--- src/shared/ecd_pkg.sv ---
// Shared constants and types for the eight-bit counter and demodulator.
package ecd_pkg;
  // Register offsets on the plain register port.
  localparam logic [7:0] REG_CTRL = 8'h00;
  localparam logic [7:0] REG_LOW_HOLD = 8'h04;
  localparam logic [7:0] REG_HIGH_HOLD = 8'h05;
  localparam logic [7:0] REG_LOW_CAPTURE = 8'h06;
  localparam logic [7:0] REG_HIGH_CAPTURE = 8'h07;
  localparam logic [7:0] REG_EDGE_CTRL = 8'h08;
  localparam logic [7:0] REG_IRQ_STATUS = 8'h09;
  localparam logic [7:0] REG_IRQ_MASK = 8'h0a;
  // Field positions in the counter control register.
  localparam int CTRL_ENABLE_BIT = 7;
  localparam int CTRL_SINGLE_BIT = 6;
  localparam int CTRL_TIMEOUT_BIT = 5;
  // Field positions in the edge control register.
  localparam int EDGE_RISE_BIT = 0;
  localparam int EDGE_FALL_BIT = 1;
  // Interrupt status bit positions.
  localparam int IRQ_TIMEOUT_BIT = 0;
  localparam int IRQ_RISE_BIT = 1;
  localparam int IRQ_FALL_BIT = 2;
  // Values after reset and fixed counts.
  localparam logic [7:0] CTRL_RESET = 8'h00;
  localparam logic [7:0] HOLD_RESET = 8'h00;
  localparam logic [7:0] EDGE_RESET = 8'h00;
  localparam logic [2:0] IRQ_RESET = 3'h0;
  localparam logic [7:0] COUNT_ALL_ONES = 8'hff;
  localparam logic [7:0] COUNT_ONE = 8'h01;
  // Edge select codes.
  localparam logic [1:0] EDGE_SEL_RISE = 2'h1;
  localparam logic [1:0] EDGE_SEL_FALL = 2'h2;

  typedef struct packed {
    logic enable;
    logic singlePass;
    logic timeOut;
    logic [1:0] prescaleSelect;
    logic captureIntEn;
    logic timeoutIntEn;
    logic outputPinSelect;
  } ecd_ctrl_t;

  typedef struct packed {
    logic demodMode;
    logic sourceSelect;
    logic [1:0] edgeSelect;
    logic [1:0] spare;
    logic fallDetect;
    logic riseDetect;
  } ecd_edge_t;

  typedef enum logic [1:0] {ST_IDLE, ST_WAIT_EDGE, ST_RUN} ecd_state_t;
endpackage

--- src/core/ecd_counter.sv ---
// Eight-bit down counter with modulo-N, single pass and edge demodulation modes.
//
// Decided for this implementation: the address-and-strobe port.
`timescale 1ns/10ps
`default_nettype none

module ecd_counter (
  // Clock and reset.
  input wire logic sys_clk,
  input wire logic rst_b,
  input wire logic stopRecovery,
  // Register port.
  input wire logic [7:0] regAddr,
  input wire logic [7:0] regWrData,
  input wire logic regWr,
  input wire logic regRd,
  output logic [7:0] regRdData,
  // Pins.
  input wire logic port3Pin1,
  input wire logic port2Pin0,
  input wire logic portOutData,
  output logic port3Pin4,
  // Interrupt.
  output logic irqOut
);
  // ***************************************************
  // Reset and input synchronisers.
  // ***************************************************
  logic [1:0] rstSync_r;
  logic [1:0] pinSyncA_r;
  logic [1:0] pinSyncB_r;
  logic edgePrev_r;
  logic rstLocal_b;

  always_ff @(posedge sys_clk or negedge rst_b) begin
    if (!rst_b) begin
      rstSync_r <= 2'h0;
    end else begin
      rstSync_r <= {rstSync_r[0], 1'b1};
    end
  end
  assign rstLocal_b = rstSync_r[1];

  always_ff @(posedge sys_clk or negedge rstLocal_b) begin
    if (!rstLocal_b) begin
      pinSyncA_r <= 2'h0;
      pinSyncB_r <= 2'h0;
    end else begin
      pinSyncA_r <= {pinSyncA_r[0], port3Pin1};
      pinSyncB_r <= {pinSyncB_r[0], port2Pin0};
    end
  end

  // ***************************************************
  // Registers and state.
  // ***************************************************
  ecd_pkg::ecd_ctrl_t ctrl_r, ctrl_nxt;
  ecd_pkg::ecd_edge_t edge_r, edge_nxt;
  ecd_pkg::ecd_state_t state_r, state_nxt;
  logic [7:0] lowHold_r, lowHold_nxt;
  logic [7:0] highHold_r, highHold_nxt;
  logic [7:0] lowCapture_r, lowCapture_nxt;
  logic [7:0] highCapture_r, highCapture_nxt;
  logic [7:0] count_r, count_nxt;
  logic [2:0] divCnt_r, divCnt_nxt;
  logic [2:0] irqStatus_r, irqStatus_nxt;
  logic [2:0] irqMask_r, irqMask_nxt;
  logic pendRun_r, pendRun_nxt;
  logic pendSingle_r, pendSingle_nxt;
  logic pendValid_r, pendValid_nxt;
  logic pendClear_r, pendClear_nxt;
  logic timerOut_r, timerOut_nxt;
  logic [7:0] regRdData_nxt;
  logic port3Pin4_nxt;
  logic irqOut_nxt;
  logic edgeIn;
  logic riseQual;
  logic fallQual;
  logic tick;
  logic toEvent;
  logic ctrlWrite;
  logic [2:0] divMask;
  logic capRise;
  logic capFall;
  ecd_pkg::ecd_ctrl_t wrCtrl;
  ecd_pkg::ecd_edge_t wrEdge;

  assign edgeIn = edge_r.sourceSelect ? pinSyncB_r[1] : pinSyncA_r[1];
  assign riseQual = edgeIn && !edgePrev_r && edge_r.edgeSelect[0];
  assign fallQual = !edgeIn && edgePrev_r && edge_r.edgeSelect[1];
  assign divMask = (3'h1 << ctrl_r.prescaleSelect) - 3'h1;
  assign tick = ((divCnt_r & divMask) == divMask);
  assign toEvent = (state_r == ecd_pkg::ST_RUN) && tick && (count_r <= ecd_pkg::COUNT_ONE)
                   && !(edge_r.demodMode && (riseQual || fallQual));
  assign ctrlWrite = regWr && (regAddr == ecd_pkg::REG_CTRL);
  assign capRise = (state_r == ecd_pkg::ST_RUN) && edge_r.demodMode && riseQual;
  assign capFall = (state_r == ecd_pkg::ST_RUN) && edge_r.demodMode && fallQual && !riseQual;
  assign wrCtrl = regWrData;
  assign wrEdge = regWrData;

  // ***************************************************
  // Next-state logic.
  // ***************************************************
  always_comb begin
    ctrl_nxt = ctrl_r;
    edge_nxt = edge_r;
    state_nxt = state_r;
    lowHold_nxt = lowHold_r;
    highHold_nxt = highHold_r;
    lowCapture_nxt = lowCapture_r;
    highCapture_nxt = highCapture_r;
    count_nxt = count_r;
    divCnt_nxt = divCnt_r + 3'h1;
    irqStatus_nxt = irqStatus_r;
    irqMask_nxt = irqMask_r;
    pendRun_nxt = pendRun_r;
    pendSingle_nxt = pendSingle_r;
    pendValid_nxt = pendValid_r;
    pendClear_nxt = pendClear_r;
    timerOut_nxt = timerOut_r;
    regRdData_nxt = 8'h00;
    // Staged commands take effect on the next counter clock tick.
    if (tick && pendValid_r) begin
      ctrl_nxt.enable = pendRun_r;
      ctrl_nxt.singlePass = pendSingle_r;
      pendValid_nxt = 1'b0;
      if (!pendRun_r) begin
        state_nxt = ecd_pkg::ST_IDLE;
      end else if (!ctrl_r.enable) begin
        timerOut_nxt = 1'b0;
        count_nxt = edge_r.demodMode ? ecd_pkg::COUNT_ALL_ONES : lowHold_r;
        state_nxt = edge_r.demodMode ? ecd_pkg::ST_WAIT_EDGE : ecd_pkg::ST_RUN;
      end
    end
    if (tick && pendClear_r) begin
      ctrl_nxt.timeOut = 1'b0;
      pendClear_nxt = 1'b0;
    end
    // Counting, capture and time-out.
    if (state_r == ecd_pkg::ST_WAIT_EDGE && (riseQual || fallQual) && !(tick && pendValid_r)) begin
      state_nxt = ecd_pkg::ST_RUN;
    end else if (state_r == ecd_pkg::ST_RUN && edge_r.demodMode && (riseQual || fallQual)) begin
      if (riseQual) begin
        lowCapture_nxt = ~count_r;
        edge_nxt.riseDetect = 1'b1;
        irqStatus_nxt[ecd_pkg::IRQ_RISE_BIT] = 1'b1;
      end else begin
        highCapture_nxt = ~count_r;
        edge_nxt.fallDetect = 1'b1;
        irqStatus_nxt[ecd_pkg::IRQ_FALL_BIT] = 1'b1;
      end
      count_nxt = ecd_pkg::COUNT_ALL_ONES;
    end else if (toEvent) begin
      if (edge_r.demodMode) begin
        count_nxt = ecd_pkg::COUNT_ALL_ONES;
      end else begin
        timerOut_nxt = !timerOut_r;
        count_nxt = timerOut_r ? lowHold_r : highHold_r;
        if (ctrl_r.singlePass) begin
          ctrl_nxt.enable = 1'b0;
          state_nxt = ecd_pkg::ST_IDLE;
        end
      end
    end else if (state_r == ecd_pkg::ST_RUN && tick) begin
      count_nxt = count_r - 8'h01;
    end
    // Register writes; a hardware set wins over a write-one clear.
    if (regWr) begin
      unique case (regAddr)
        ecd_pkg::REG_CTRL: begin
          pendRun_nxt = wrCtrl.enable;
          pendSingle_nxt = wrCtrl.singlePass;
          pendValid_nxt = 1'b1;
          if (wrCtrl.timeOut) begin
            pendClear_nxt = 1'b1;
          end
          ctrl_nxt.prescaleSelect = wrCtrl.prescaleSelect;
          ctrl_nxt.captureIntEn = wrCtrl.captureIntEn;
          ctrl_nxt.timeoutIntEn = wrCtrl.timeoutIntEn;
          ctrl_nxt.outputPinSelect = wrCtrl.outputPinSelect;
        end
        ecd_pkg::REG_LOW_HOLD: lowHold_nxt = regWrData;
        ecd_pkg::REG_HIGH_HOLD: highHold_nxt = regWrData;
        ecd_pkg::REG_EDGE_CTRL: begin
          edge_nxt.demodMode = wrEdge.demodMode;
          edge_nxt.sourceSelect = wrEdge.sourceSelect;
          edge_nxt.edgeSelect = wrEdge.edgeSelect;
          if (wrEdge.fallDetect && !capFall) begin
            edge_nxt.fallDetect = 1'b0;
          end
          if (wrEdge.riseDetect && !capRise) begin
            edge_nxt.riseDetect = 1'b0;
          end
        end
        ecd_pkg::REG_IRQ_STATUS: irqStatus_nxt = irqStatus_nxt & ~(regWrData[2:0] & ~{capFall, capRise, 1'b0});
        ecd_pkg::REG_IRQ_MASK: irqMask_nxt = regWrData[2:0];
        default: ;
      endcase
    end
    if (toEvent) begin
      ctrl_nxt.timeOut = 1'b1;
      irqStatus_nxt[ecd_pkg::IRQ_TIMEOUT_BIT] = 1'b1;
    end
    // Stop-mode recovery clears enable, singlePass and outputPinSelect and keeps the power-on-only bits.
    if (stopRecovery) begin
      ctrl_nxt.enable = 1'b0;
      ctrl_nxt.singlePass = 1'b0;
      ctrl_nxt.outputPinSelect = 1'b0;
      pendValid_nxt = 1'b0;
      state_nxt = ecd_pkg::ST_IDLE;
    end
    if (regRd) begin
      unique case (regAddr)
        ecd_pkg::REG_CTRL: regRdData_nxt = ctrl_r;
        ecd_pkg::REG_LOW_HOLD: regRdData_nxt = lowHold_r;
        ecd_pkg::REG_HIGH_HOLD: regRdData_nxt = highHold_r;
        ecd_pkg::REG_LOW_CAPTURE: regRdData_nxt = lowCapture_r;
        ecd_pkg::REG_HIGH_CAPTURE: regRdData_nxt = highCapture_r;
        ecd_pkg::REG_EDGE_CTRL: regRdData_nxt = edge_r;
        ecd_pkg::REG_IRQ_STATUS: regRdData_nxt = {5'h00, irqStatus_r};
        ecd_pkg::REG_IRQ_MASK: regRdData_nxt = {5'h00, irqMask_r};
        default: regRdData_nxt = 8'h00;
      endcase
    end
  end

  assign port3Pin4_nxt = ctrl_nxt.outputPinSelect ? timerOut_nxt : portOutData;
  assign irqOut_nxt = |(irqStatus_nxt & irqMask_nxt & {ctrl_nxt.captureIntEn, ctrl_nxt.captureIntEn,
                                                      ctrl_nxt.timeoutIntEn});

  // ***************************************************
  // State registers.
  // ***************************************************
  always_ff @(posedge sys_clk or negedge rstLocal_b) begin
    if (!rstLocal_b) begin
      ctrl_r <= ecd_pkg::CTRL_RESET;
      edge_r <= ecd_pkg::EDGE_RESET;
      state_r <= ecd_pkg::ST_IDLE;
      lowHold_r <= ecd_pkg::HOLD_RESET;
      highHold_r <= ecd_pkg::HOLD_RESET;
      lowCapture_r <= ecd_pkg::HOLD_RESET;
      highCapture_r <= ecd_pkg::HOLD_RESET;
      count_r <= ecd_pkg::HOLD_RESET;
      divCnt_r <= 3'h0;
      irqStatus_r <= ecd_pkg::IRQ_RESET;
      irqMask_r <= ecd_pkg::IRQ_RESET;
      pendRun_r <= 1'b0;
      pendSingle_r <= 1'b0;
      pendValid_r <= 1'b0;
      pendClear_r <= 1'b0;
      timerOut_r <= 1'b0;
      edgePrev_r <= 1'b0;
      regRdData <= 8'h00;
      port3Pin4 <= 1'b0;
      irqOut <= 1'b0;
    end else begin
      ctrl_r <= ctrl_nxt;
      edge_r <= edge_nxt;
      state_r <= state_nxt;
      lowHold_r <= lowHold_nxt;
      highHold_r <= highHold_nxt;
      lowCapture_r <= lowCapture_nxt;
      highCapture_r <= highCapture_nxt;
      count_r <= count_nxt;
      divCnt_r <= divCnt_nxt;
      irqStatus_r <= irqStatus_nxt;
      irqMask_r <= irqMask_nxt;
      pendRun_r <= pendRun_nxt;
      pendSingle_r <= pendSingle_nxt;
      pendValid_r <= pendValid_nxt;
      pendClear_r <= pendClear_nxt;
      timerOut_r <= timerOut_nxt;
      edgePrev_r <= edgeIn;
      regRdData <= regRdData_nxt;
      port3Pin4 <= port3Pin4_nxt;
      irqOut <= irqOut_nxt;
    end
  end
endmodule

`default_nettype wire

--- config.mk ---
export PLATFORM = sky130hd
export DESIGN_NAME = ecd_counter
export DESIGN_NICKNAME = d
export VERILOG_FILES = /design/src/shared/ecd_pkg.sv /design/src/core/ecd_counter.sv
export SDC_FILE = /design/constraint.sdc
export NUM_CORES = 1
export LEC_CHECK = 0
export BUFFER_PORTS_ARGS = -buffer_cell sky130_fd_sc_hd__buf_2
export CORE_MARGIN = 1
export CORE_UTILIZATION = 60
export DETAILED_ROUTE_END_ITERATION = 10
export PLACE_DENSITY = 0.84
export SLEW_MARGIN = 20
export SYNTH_ARGS = -nofsm -noshare
export SYNTH_HDL_FRONTEND = slang
export SYNTH_SLANG_ARGS = --single-unit
--- constraint.sdc ---
create_clock -name sys_clk -period 2.9 [get_ports sys_clk]
set_input_delay 0.58 -clock sys_clk [delete_from_list [all_inputs] [get_ports sys_clk]]
set_output_delay 0.58 -clock sys_clk [all_outputs]
set_load 0.01 [all_outputs]
## Word-level counts from Yosys, hierarchy flattened

Cells that the tools add are included.

| storage, ports and cells | value |
|---|---|
| register bits after elaboration | 87 |
| output and inout bits | 10 |

| cells by class | value |
|---|---|
| add/subtract/negate cells | 3 |
| $lt $le $gt $ge | 1 |
| equality and inequality tests | 10 |
| shift-type cells | 1 |
| mux-type cells | 68 |
| bitwise gates (word level) | 10 |
| reductions and logical operators | 38 |

Operators by type and width:

| kind | number |
|---|---|
| 2-to-1 mux 8 bit | 11 |
| case mux 8 bit (8 select lines) | 1 |
| 2-to-1 mux 2 bit | 18 |
| == test 8 x 3 -> 1 bit, second input constant | 4 |
| 2-to-1 mux 1 bit | 32 |
| == test 8 x 4 -> 1 bit, second input constant | 3 |
| logical AND 1 bit | 19 |
| 2-to-1 mux 3 bit | 6 |
| AND 3 bit | 5 |
| <= comparator 8 x 1 -> 1 bit, second input constant | 1 |
| zero test 1 bit | 8 |
| zero test 8 bit | 1 |
| NOT 8 bit | 1 |
| AND reduction 2 bit | 4 |
| subtractor 8 x 1 -> 8 bit, second input constant | 1 |
| NOT 3 bit | 2 |
| AND reduction 3 bit | 2 |
| nonzero test 2 bit | 2 |
| adder 3 x 1 -> 3 bit, second input constant | 1 |
| == test 3 bit | 1 |
| OR reduction 3 bit | 1 |
| << shifter 1 x 2 -> 3 bit, first input constant | 1 |
| subtractor 3 x 1 -> 3 bit, second input constant | 1 |
| == test 2 x 1 -> 1 bit, second input constant | 1 |
| 3 further kinds | 4 |

## Longest topological paths before layout

Gate-level depths: netlist (run 1).

| logic depth | value |
|---|---|
| depth after elaboration | 16 |
| gate-level depth with buffers | 9 |

## Worst setup path after synthesis (run 1)

Ideal clock, no wire load.

| path | value |
|---|---|
| kind | input to register |
| start | in regAddr[5] |
| end | reg port3Pin4 |
| arrival time | 2.468 ns |
| required time | 2.775 ns |
| slack | 0.307 ns |
| stages on the path | 7 |
| buffers on the path | 1 |
| cells stage by stage | or4_4 > nor4b_4 > and2_1 > buf_6 > mux2i_1 > nor2_4 > mux2_4 |

RTL lines:

| what | RTL line | text |
|---|---|---|
| from (decl) | ecd_counter.sv:13 | `input wire logic [7:0] regAddr,` |
| to (signal assigned) | ecd_counter.sv:275 | `port3Pin4 <= port3Pin4_nxt;` |
| to (decl) | ecd_counter.sv:22 | `output logic port3Pin4,` |

## Worst setup path in the final report (run 1)

| path | value |
|---|---|
| start | reg count_r[2] |
| end | reg count_r[7] |

| on the way | value |
|---|---|
| word-level cells in the longest chain between the ends | 6 |
| elaborated cells between the ends (all ways) | 8 |

RTL lines:

| what | RTL line | text |
|---|---|---|
| from (decl) | ecd_counter.sv:64 | `logic [7:0] count_r, count_nxt;` |
| from (signal assigned) | ecd_counter.sv:243 | `count_r <= ecd_pkg::HOLD_RESET;` |
| from (signal assigned) | ecd_counter.sv:264 | `count_r <= count_nxt;` |
| <= comparator 8 x 1 -> 1 bit | ecd_counter.sv:93 | `assign toEvent = (state_r == ecd_pkg::ST_RUN) && tick && (count_r <= ecd_pkg::COUNT_ONE)` |
| logical AND 1 bit | ecd_counter.sv:93 |  |
| logical AND 1 bit | ecd_counter.sv:94 | `&& !(edge_r.demodMode && (riseQual \|\| fallQual));` |
| 2-to-1 mux 8 bit (*) | ecd_counter.sv:153 | `end else if (toEvent) begin` |
| 2-to-1 mux 8 bit (*) | ecd_counter.sv:142 | `end else if (state_r == ecd_pkg::ST_RUN && edge_r.demodMode && (riseQual \|\| fallQual)) begin` |
| 2-to-1 mux 8 bit (*) | ecd_counter.sv:140 | `if (state_r == ecd_pkg::ST_WAIT_EDGE && (riseQual \|\| fallQual) && !(tick && pendValid_r)) begin` |
| named net count_nxt[7] | ecd_counter.sv:64 |  |

The timed path passes the listed nets; every way through them passes the cells marked *.
A chain may end at the register's enable or synchronous reset.

==> results of run 1 <==
-- routing by layer --
metal / track usage, % / vias to the layer above
li1: - / 1442
met1: 38.9 / 1575
met2: 46.4 / 162
met3: 7.99 / 27
met4: 11.2 / 0
met5: 0 / -
-- per-stage QoR --
step	instances	setup WS (ns)	area, um^2
global route	515	0.280	4740
detailed placement	497	0.298	4500
CTS	514	0.393	4720
floorplan	372	0.297	4220
global placement	497	0.340	4500
finish	515	0.417	4740
-- worst reg2reg max path, stage by stage, from the launching register on --
cell and delay, ns:
dfrtp_1 0.46, or4_4 0.57, or4_4 0.48, a2111oi_4 0.20, buf_4 0.25, nor3b_1 0.09, a221oi_1 0.32
-- final timing paths --
kind / slack, ns / endpoint / cells after the start / from
hold reg to reg: 0.25 / highCapture_r[2] / 0 / rstSync_r[1]
max in group asynchronous: 2.03 / highHold_r[6] / 1 / rstSync_r[1]
setup / recovery: 0.42 / count_r[7] / 6 / count_r[2]
hold / removal: 0.25 / highCapture_r[2] / 0 / rstSync_r[1]
setup reg to reg: 0.42 / count_r[7] / 6 / count_r[2]
min in group sys_clk: 0.33 / pinSyncB_r[0] / 1 / port2Pin0
-- cell type report --
type | count | area [um^2]
repair buffers | 44 | 270
clock inverters | 4 | 53.8
fillers | 486 | 2050
multi-input cells | 267 | 1940
inverters | 5 | 18.8
flip-flops and latches | 87 | 2180
clock buffers | 12 | 155
well taps | 96 | 120
-- state kept, by name, indices dropped and copies added (netlist names), 2 cells and up --
| signal | count |
|---|---|
| pinSyncB_r | 2 |
| count_r | 8 |
| lowCapture_r | 8 |
| divCnt_r | 3 |
| rstSync_r | 2 |
| regRdData | 8 |
| highHold_r | 8 |
| edge_r | 6 |
| highCapture_r | 8 |
| irqMask_r | 3 |
| ctrl_r | 8 |
| lowHold_r | 8 |
| irqStatus_r | 3 |
| pinSyncA_r | 2 |
| state_r | 2 |
-- logic make-up after synthesis --
kind of cell	Yosys count	synth area share, %
AO/OA/AOI/OAI	85	13.6
XOR/XNOR	7	1.45
adder cells (fa/ha/maj)	3	0.891
buffers and inverters	18	2.23
flip-flops	87	51.6
multiplexers	49	15.0
other	1	0.0890
AND/OR/NAND/NOR	122	15.1
-- report_power, final --
part,internal [mW],switching [mW]
sequential,1.26,0.0743
combinational,0.108,0.124
clock,0.447,0.428
total,1.82,0.626
-- placed cells by master, fill, tap and decap left out, types with 2 or more instances in the layout --
master	count
nand2b_1	4
a211oi_1	5
nand2_1	53
nor3b_1	2
clkbuf_8	11
o21a_1	2
a221oi_1	6
inv_1	5
a21o_1	2
nor4_1	4
a21oi_1	13
buf_4	9
xnor2_1	3
o31ai_1	6
buf_2	33
dfrtp_1	86
clkinvlp_4	2
ha_1	3
mux4_2	8
nor2b_1	8
nor3_1	6
nand3b_1	2
o21ai_0	29
or4_4	3
xor2_1	4
mux2_2	29
mux2i_1	11
nor2_1	14
and2_1	5
or3_1	5
nand3_1	8
a22oi_1	13
-- timing repair --
| item | 4_1_cts | 5_1_grt |
|---|---|---|
| endpoints found under the hold margin | 2 | 0 |
| hold buffers | 1 | 0 |
| resized for setup | 0 | 0 |
==> results_dict.tcl, run 1 <==
set metrics [dict create \
    clk_latency_ns 0.36 \
    hold_ws_ns 0.248 \
    crit_family "simple AND/OR/NAND/NOR gates" \
    cts-root-buf "clkbuf_8" \
    path_cells "or4_4 -> or4_4 -> a2111oi_4 -> buf_4 -> nor3b_1 -> a221oi_1" \
    met1_length_um 4080 \
    synthCells 372 \
    critPathMaxStageDelay_ns 0.57 \
    cts_tree "done" \
    yosysMostFrequentCell "dfrtp_1" \
    drtIter0Drc 298 \
    nNetsFinal 441 \
    start_kind "flop" \
    syn_area_per_cell_um2 11.3 \
    final_util_pct 69.8 \
    track_usage_pct 29.3 \
    gp_congestion 0.936 \
    fin_crit_ns 2.48 \
    max_clock_freq_mhz 403 \
    setup_viol 0 \
    worst-path-buf-inv 1 \
    route.detailed.wl_per_inst_um 19.1 \
    powerDensity_nw_per_um2 515 \
    synth_fp_nets 399 \
    worstHoldPathType "reg2async" \
    max_slew.worst_pin.slew_ns 1.01 \
    drive_above_1_share_pct 25.8 \
    dp.final_hpwl_um 6690 \
    synth_warnings 0 \
    crit_type "reg2reg" \
    drc_errors 0 \
    synth_top_area_share_pct 51.6 \
    ant_nets 0 \
    cts.clk_slew.worst_paths_ns 0.08 \
    arrival_ns 2.73 \
    grt_pass1_wl_um 16100 \
    ctsLongestPathBuffers 2 \
    fin_tns_setup_ns 0 \
    async_reset_ff_share_pct 100 \
    fp.dieH_um 85.8 \
    wirelength_um 9860 \
    slew_headroom_pct 31.9 \
    synth_edf_count 0 \
    synth.distinct_cells 51 \
    syn-cell-area_um2 4220 \
    h-tree-depth 3 \
    vias 3206 \
    drv_slew 0 \
    cpMostUsedCell "or4_4" \
    leakage_nw 2.13 \
    synth_top_area_cell "dfrtp_1" \
    cp_max_fo 12 \
    worstPathRequired_ns 3.14 \
    port_buffers 33 \
    grt_max_degree 86 \
    num_antenna_cells 0 \
    synth_area_leaders "dfrtp_1 52%, mux2_2 7.7%, nand2_1 4.7%" \
    initial_core_util_pct 62.0 \
    top_layer "met4" \
    clkSinkCount 87 \
    drt_first_pass_iters 5 \
    ys_seq_area_share_pct 51.6 \
    wl_met3_um 745 \
    end_kind "flop" \
    cp_slowest_cell "or4_4" \
    finalHoldViolations 0 \
    finalPower_mw 2.44 \
    area_delta_synth_final_pct 12.5 \
    clock-skew-final_ns 0.0144 \
    num_rows 30 \
    synth_top_cells_by_count "87 x dfrtp_1, 53 x nand2_1, 29 x mux2_2, 29 x o21ai_0, 14 x nor2_1" \
    cts_setup_buffers 0 \
    fp.dieW_um 85.8 \
    grt-ovfl-total 0 \
    grt_pass1_vias 3171 \
    met2WireLength_um 4800 \
    antenna_found_initial 0 \
    ys_ff_latch 87 \
    rsz0062_at_grt "no" \
    ys.flop_type "dfrtp_1" \
    routed_via_density 6.23 \
    top_level_ports 34 \
    ir_drop_mv 0.278 \
    drv_cap 0 \
    die_area_um2 7370 \
    period_share_pct 85.6 \
    status "complete, no violations" \
    cts_made_buffers 9 \
    core-area_um2 6790 \
]
Power figures use the tool's default switching activity.
==> inputs of run 2 (changes only) <==
--- a/config.mk
+++ b/config.mk
@@ -7,9 +7,9 @@
 export LEC_CHECK = 0
 export BUFFER_PORTS_ARGS = -buffer_cell sky130_fd_sc_hd__buf_2
 export CORE_MARGIN = 1
-export CORE_UTILIZATION = 60
+export CORE_UTILIZATION = 40
 export DETAILED_ROUTE_END_ITERATION = 10
-export PLACE_DENSITY = 0.84
+export PLACE_DENSITY = 0.61
 export SLEW_MARGIN = 20
 export SYNTH_ARGS = -nofsm -noshare
 export SYNTH_HDL_FRONTEND = slang
==> run 2 against run 1 <==
Against the previous run: wire length up 5.3%; via count shrank 3.0%; sequential share of layout area down 0.40 points; critical endpoint is now count_r[1]; largest cell class unchanged.
==> results_dict.tcl, run 2 (same netlist as run 1, synthesis figures left out) <==
set metrics [dict create \
    status "complete, no violations" \
    top_usage_layer "met2" \
    cp_max_fo 8 \
    dpl_cell_area_um2 4590 \
    fp.dieH_um 105 \
    cp_slowest_cell "or4_4" \
    ir_drop_mv 0.243 \
    num_rows 37 \
    start_kind "flop" \
    fp.dieW_um 105 \
    cts-root-buf "clkbuf_8" \
    area_delta_synth_final_pct 13.5 \
    design_area_um2 4780 \
    final_cell_mix "86 x dfrtp_1, 53 x nand2_1, 33 x buf_2" \
    dp.final_hpwl_um 7380 \
    use_met1_pct 28.7 \
    cts_resized 0 \
    vias 3109 \
    sw_frac_of_total_pct 27.3 \
    initial_core_util_pct 41.0 \
    powerDensity_nw_per_um2 492 \
    finalPower_mw 2.36 \
    pre_cts_ws_ns 0.328 \
    combinationalPowerShare_pct 10.0 \
    drv_slew 0 \
    rsz0062_at_grt "no" \
    seqPwrFrac_pct 56.9 \
    cts_made_buffers 9 \
    clk_latency_ns 0.35 \
    drv_cap 0 \
    hold_buffers 1 \
    crit_type "reg2reg" \
    finalHoldViolations 0 \
    grt_pass1_wl_um 17000 \
    drc_errors 0 \
    cts_tree "done" \
    worstHoldPathType "in2reg" \
    arrival_ns 2.85 \
    routed_via_density 5.55 \
    period_share_pct 89.6 \
    die_area_um2 11000 \
    route.detailed.wl_per_inst_um 18.5 \
    cts_setup_buffers 0 \
    final_common_cell "dfrtp_1" \
    power_switching_mw 0.643 \
    drt_first_pass_iters 5 \
    num_antenna_cells 0 \
    leakage_nw 2.13 \
    drive_above_1_share_pct 26.9 \
    gp_congestion 0.869 \
    setup_viol 0 \
    grt_pass1_vias 3070 \
    ant_nets 0 \
    critPathMaxStageDelay_ns 0.57 \
    use_met3_pct 3.43 \
    drtIter0Drc 217 \
    h-tree-depth 3 \
    slew_headroom_pct 24.7 \
    clkSinkCount 87 \
    fin_tns_setup_ns 0 \
    setup_ws_ns 0.302 \
    top_level_ports 34 \
    end_kind "flop" \
    fin_crit_ns 2.60 \
    grt_max_degree 53 \
    track_usage_pct 20.2 \
    final_util_pct 46.6 \
    clkPwrFrac_pct 33.1 \
    max_slew.worst_pin.slew_ns 1.12 \
    clock-skew-final_ns 0.00873 \
    core-area_um2 10300 \
    antenna_found_initial 0 \
    max_clock_freq_mhz 385 \
    cts.clk_slew.worst_paths_ns 0.09 \
    cpMostUsedCell "or4_4" \
    path_cells "or4_4 -> or4_4 -> a2111oi_4 -> buf_4 -> nor2b_1 -> a221oi_1" \
    power.internal_mw 1.71 \
    grt-ovfl-total 0 \
    grt_util_met2_pct 31.9 \
    worstPathRequired_ns 3.15 \
    wirelength_um 10400 \
    ctsLongestPathBuffers 2 \
    port_buffers 33 \
    nNetsFinal 446 \
]
-- run 2: cell types whose count changed in the layout (fill, tap and decap cells not counted), sizes merged --
cell      previous run  this run
buf                 43        48
bufinv               1         0
inv                  5         6
clkinv               1         2
clkinvlp             2         3
clkbuf              12        10
-- run 2: worst paths after layout --
check,slack (ns),start,cells after the start,end
max,0.30,count_r[2],6,count_r[1]
min,0.33,port2Pin0,1,pinSyncB_r[0]
max reg2reg,0.30,count_r[2],6,count_r[1]
min reg2reg,0.36,rstSync_r[0],0,rstSync_r[1]
max in group asynchronous,1.79,rstSync_r[1],1,regRdData[5]
min in group asynchronous,0.37,rstSync_r[1],0,lowHold_r[2]
-- run 2: per-stage QoR --
step / hold slack (ns) / std cells
6_report: 0.328 / 560
3_3_place_gp: 0.340 / 543
5_1_grt: 0.297 / 560
4_1_cts: 0.310 / 560
3_5_place_dp: 0.342 / 543
2_1_floorplan: 0.284 / 372
-- run 2: layout make-up --
type,instances,area (um^2)
clock buffer,10,138
clock inverter,6,45.0
fill,969,5490
inverter,5,18.8
multi-input combinational,267,1940
sequential,87,2180
tap,136,170
timing repair buffer,49,288
-- run 2: critical path, delay by kind of cell, from the launching register on --
| family | cells | cell delay, ns |
|---|---|---|
| compound gates | 2 | 0.69 |
| buf+inv | 1 | 0.26 |
| flops | 1 | 0.45 |
| simple gates | 3 | 1.10 |
-- run 2: power by group through the flow --
stage          registers [mW]  clock network, mW  logic, mW
6_report                 1.34              0.780      0.236
2_1_floorplan            1.34                  0      0.153
3_3_place_gp             1.36                  0      0.230
5_1_grt                  1.35              0.858      0.260
4_1_cts                  1.34              0.803      0.235
3_5_place_dp             1.36                  0      0.233
-- run 2: metal layers --
layer / vias to the layer above / part of all wire, %
li1: 1451 / -
met1: 1550 / 46
met2: 100 / 47
met3: 8 / 5.9
met4: 0 / 1.2
met5: - / 0
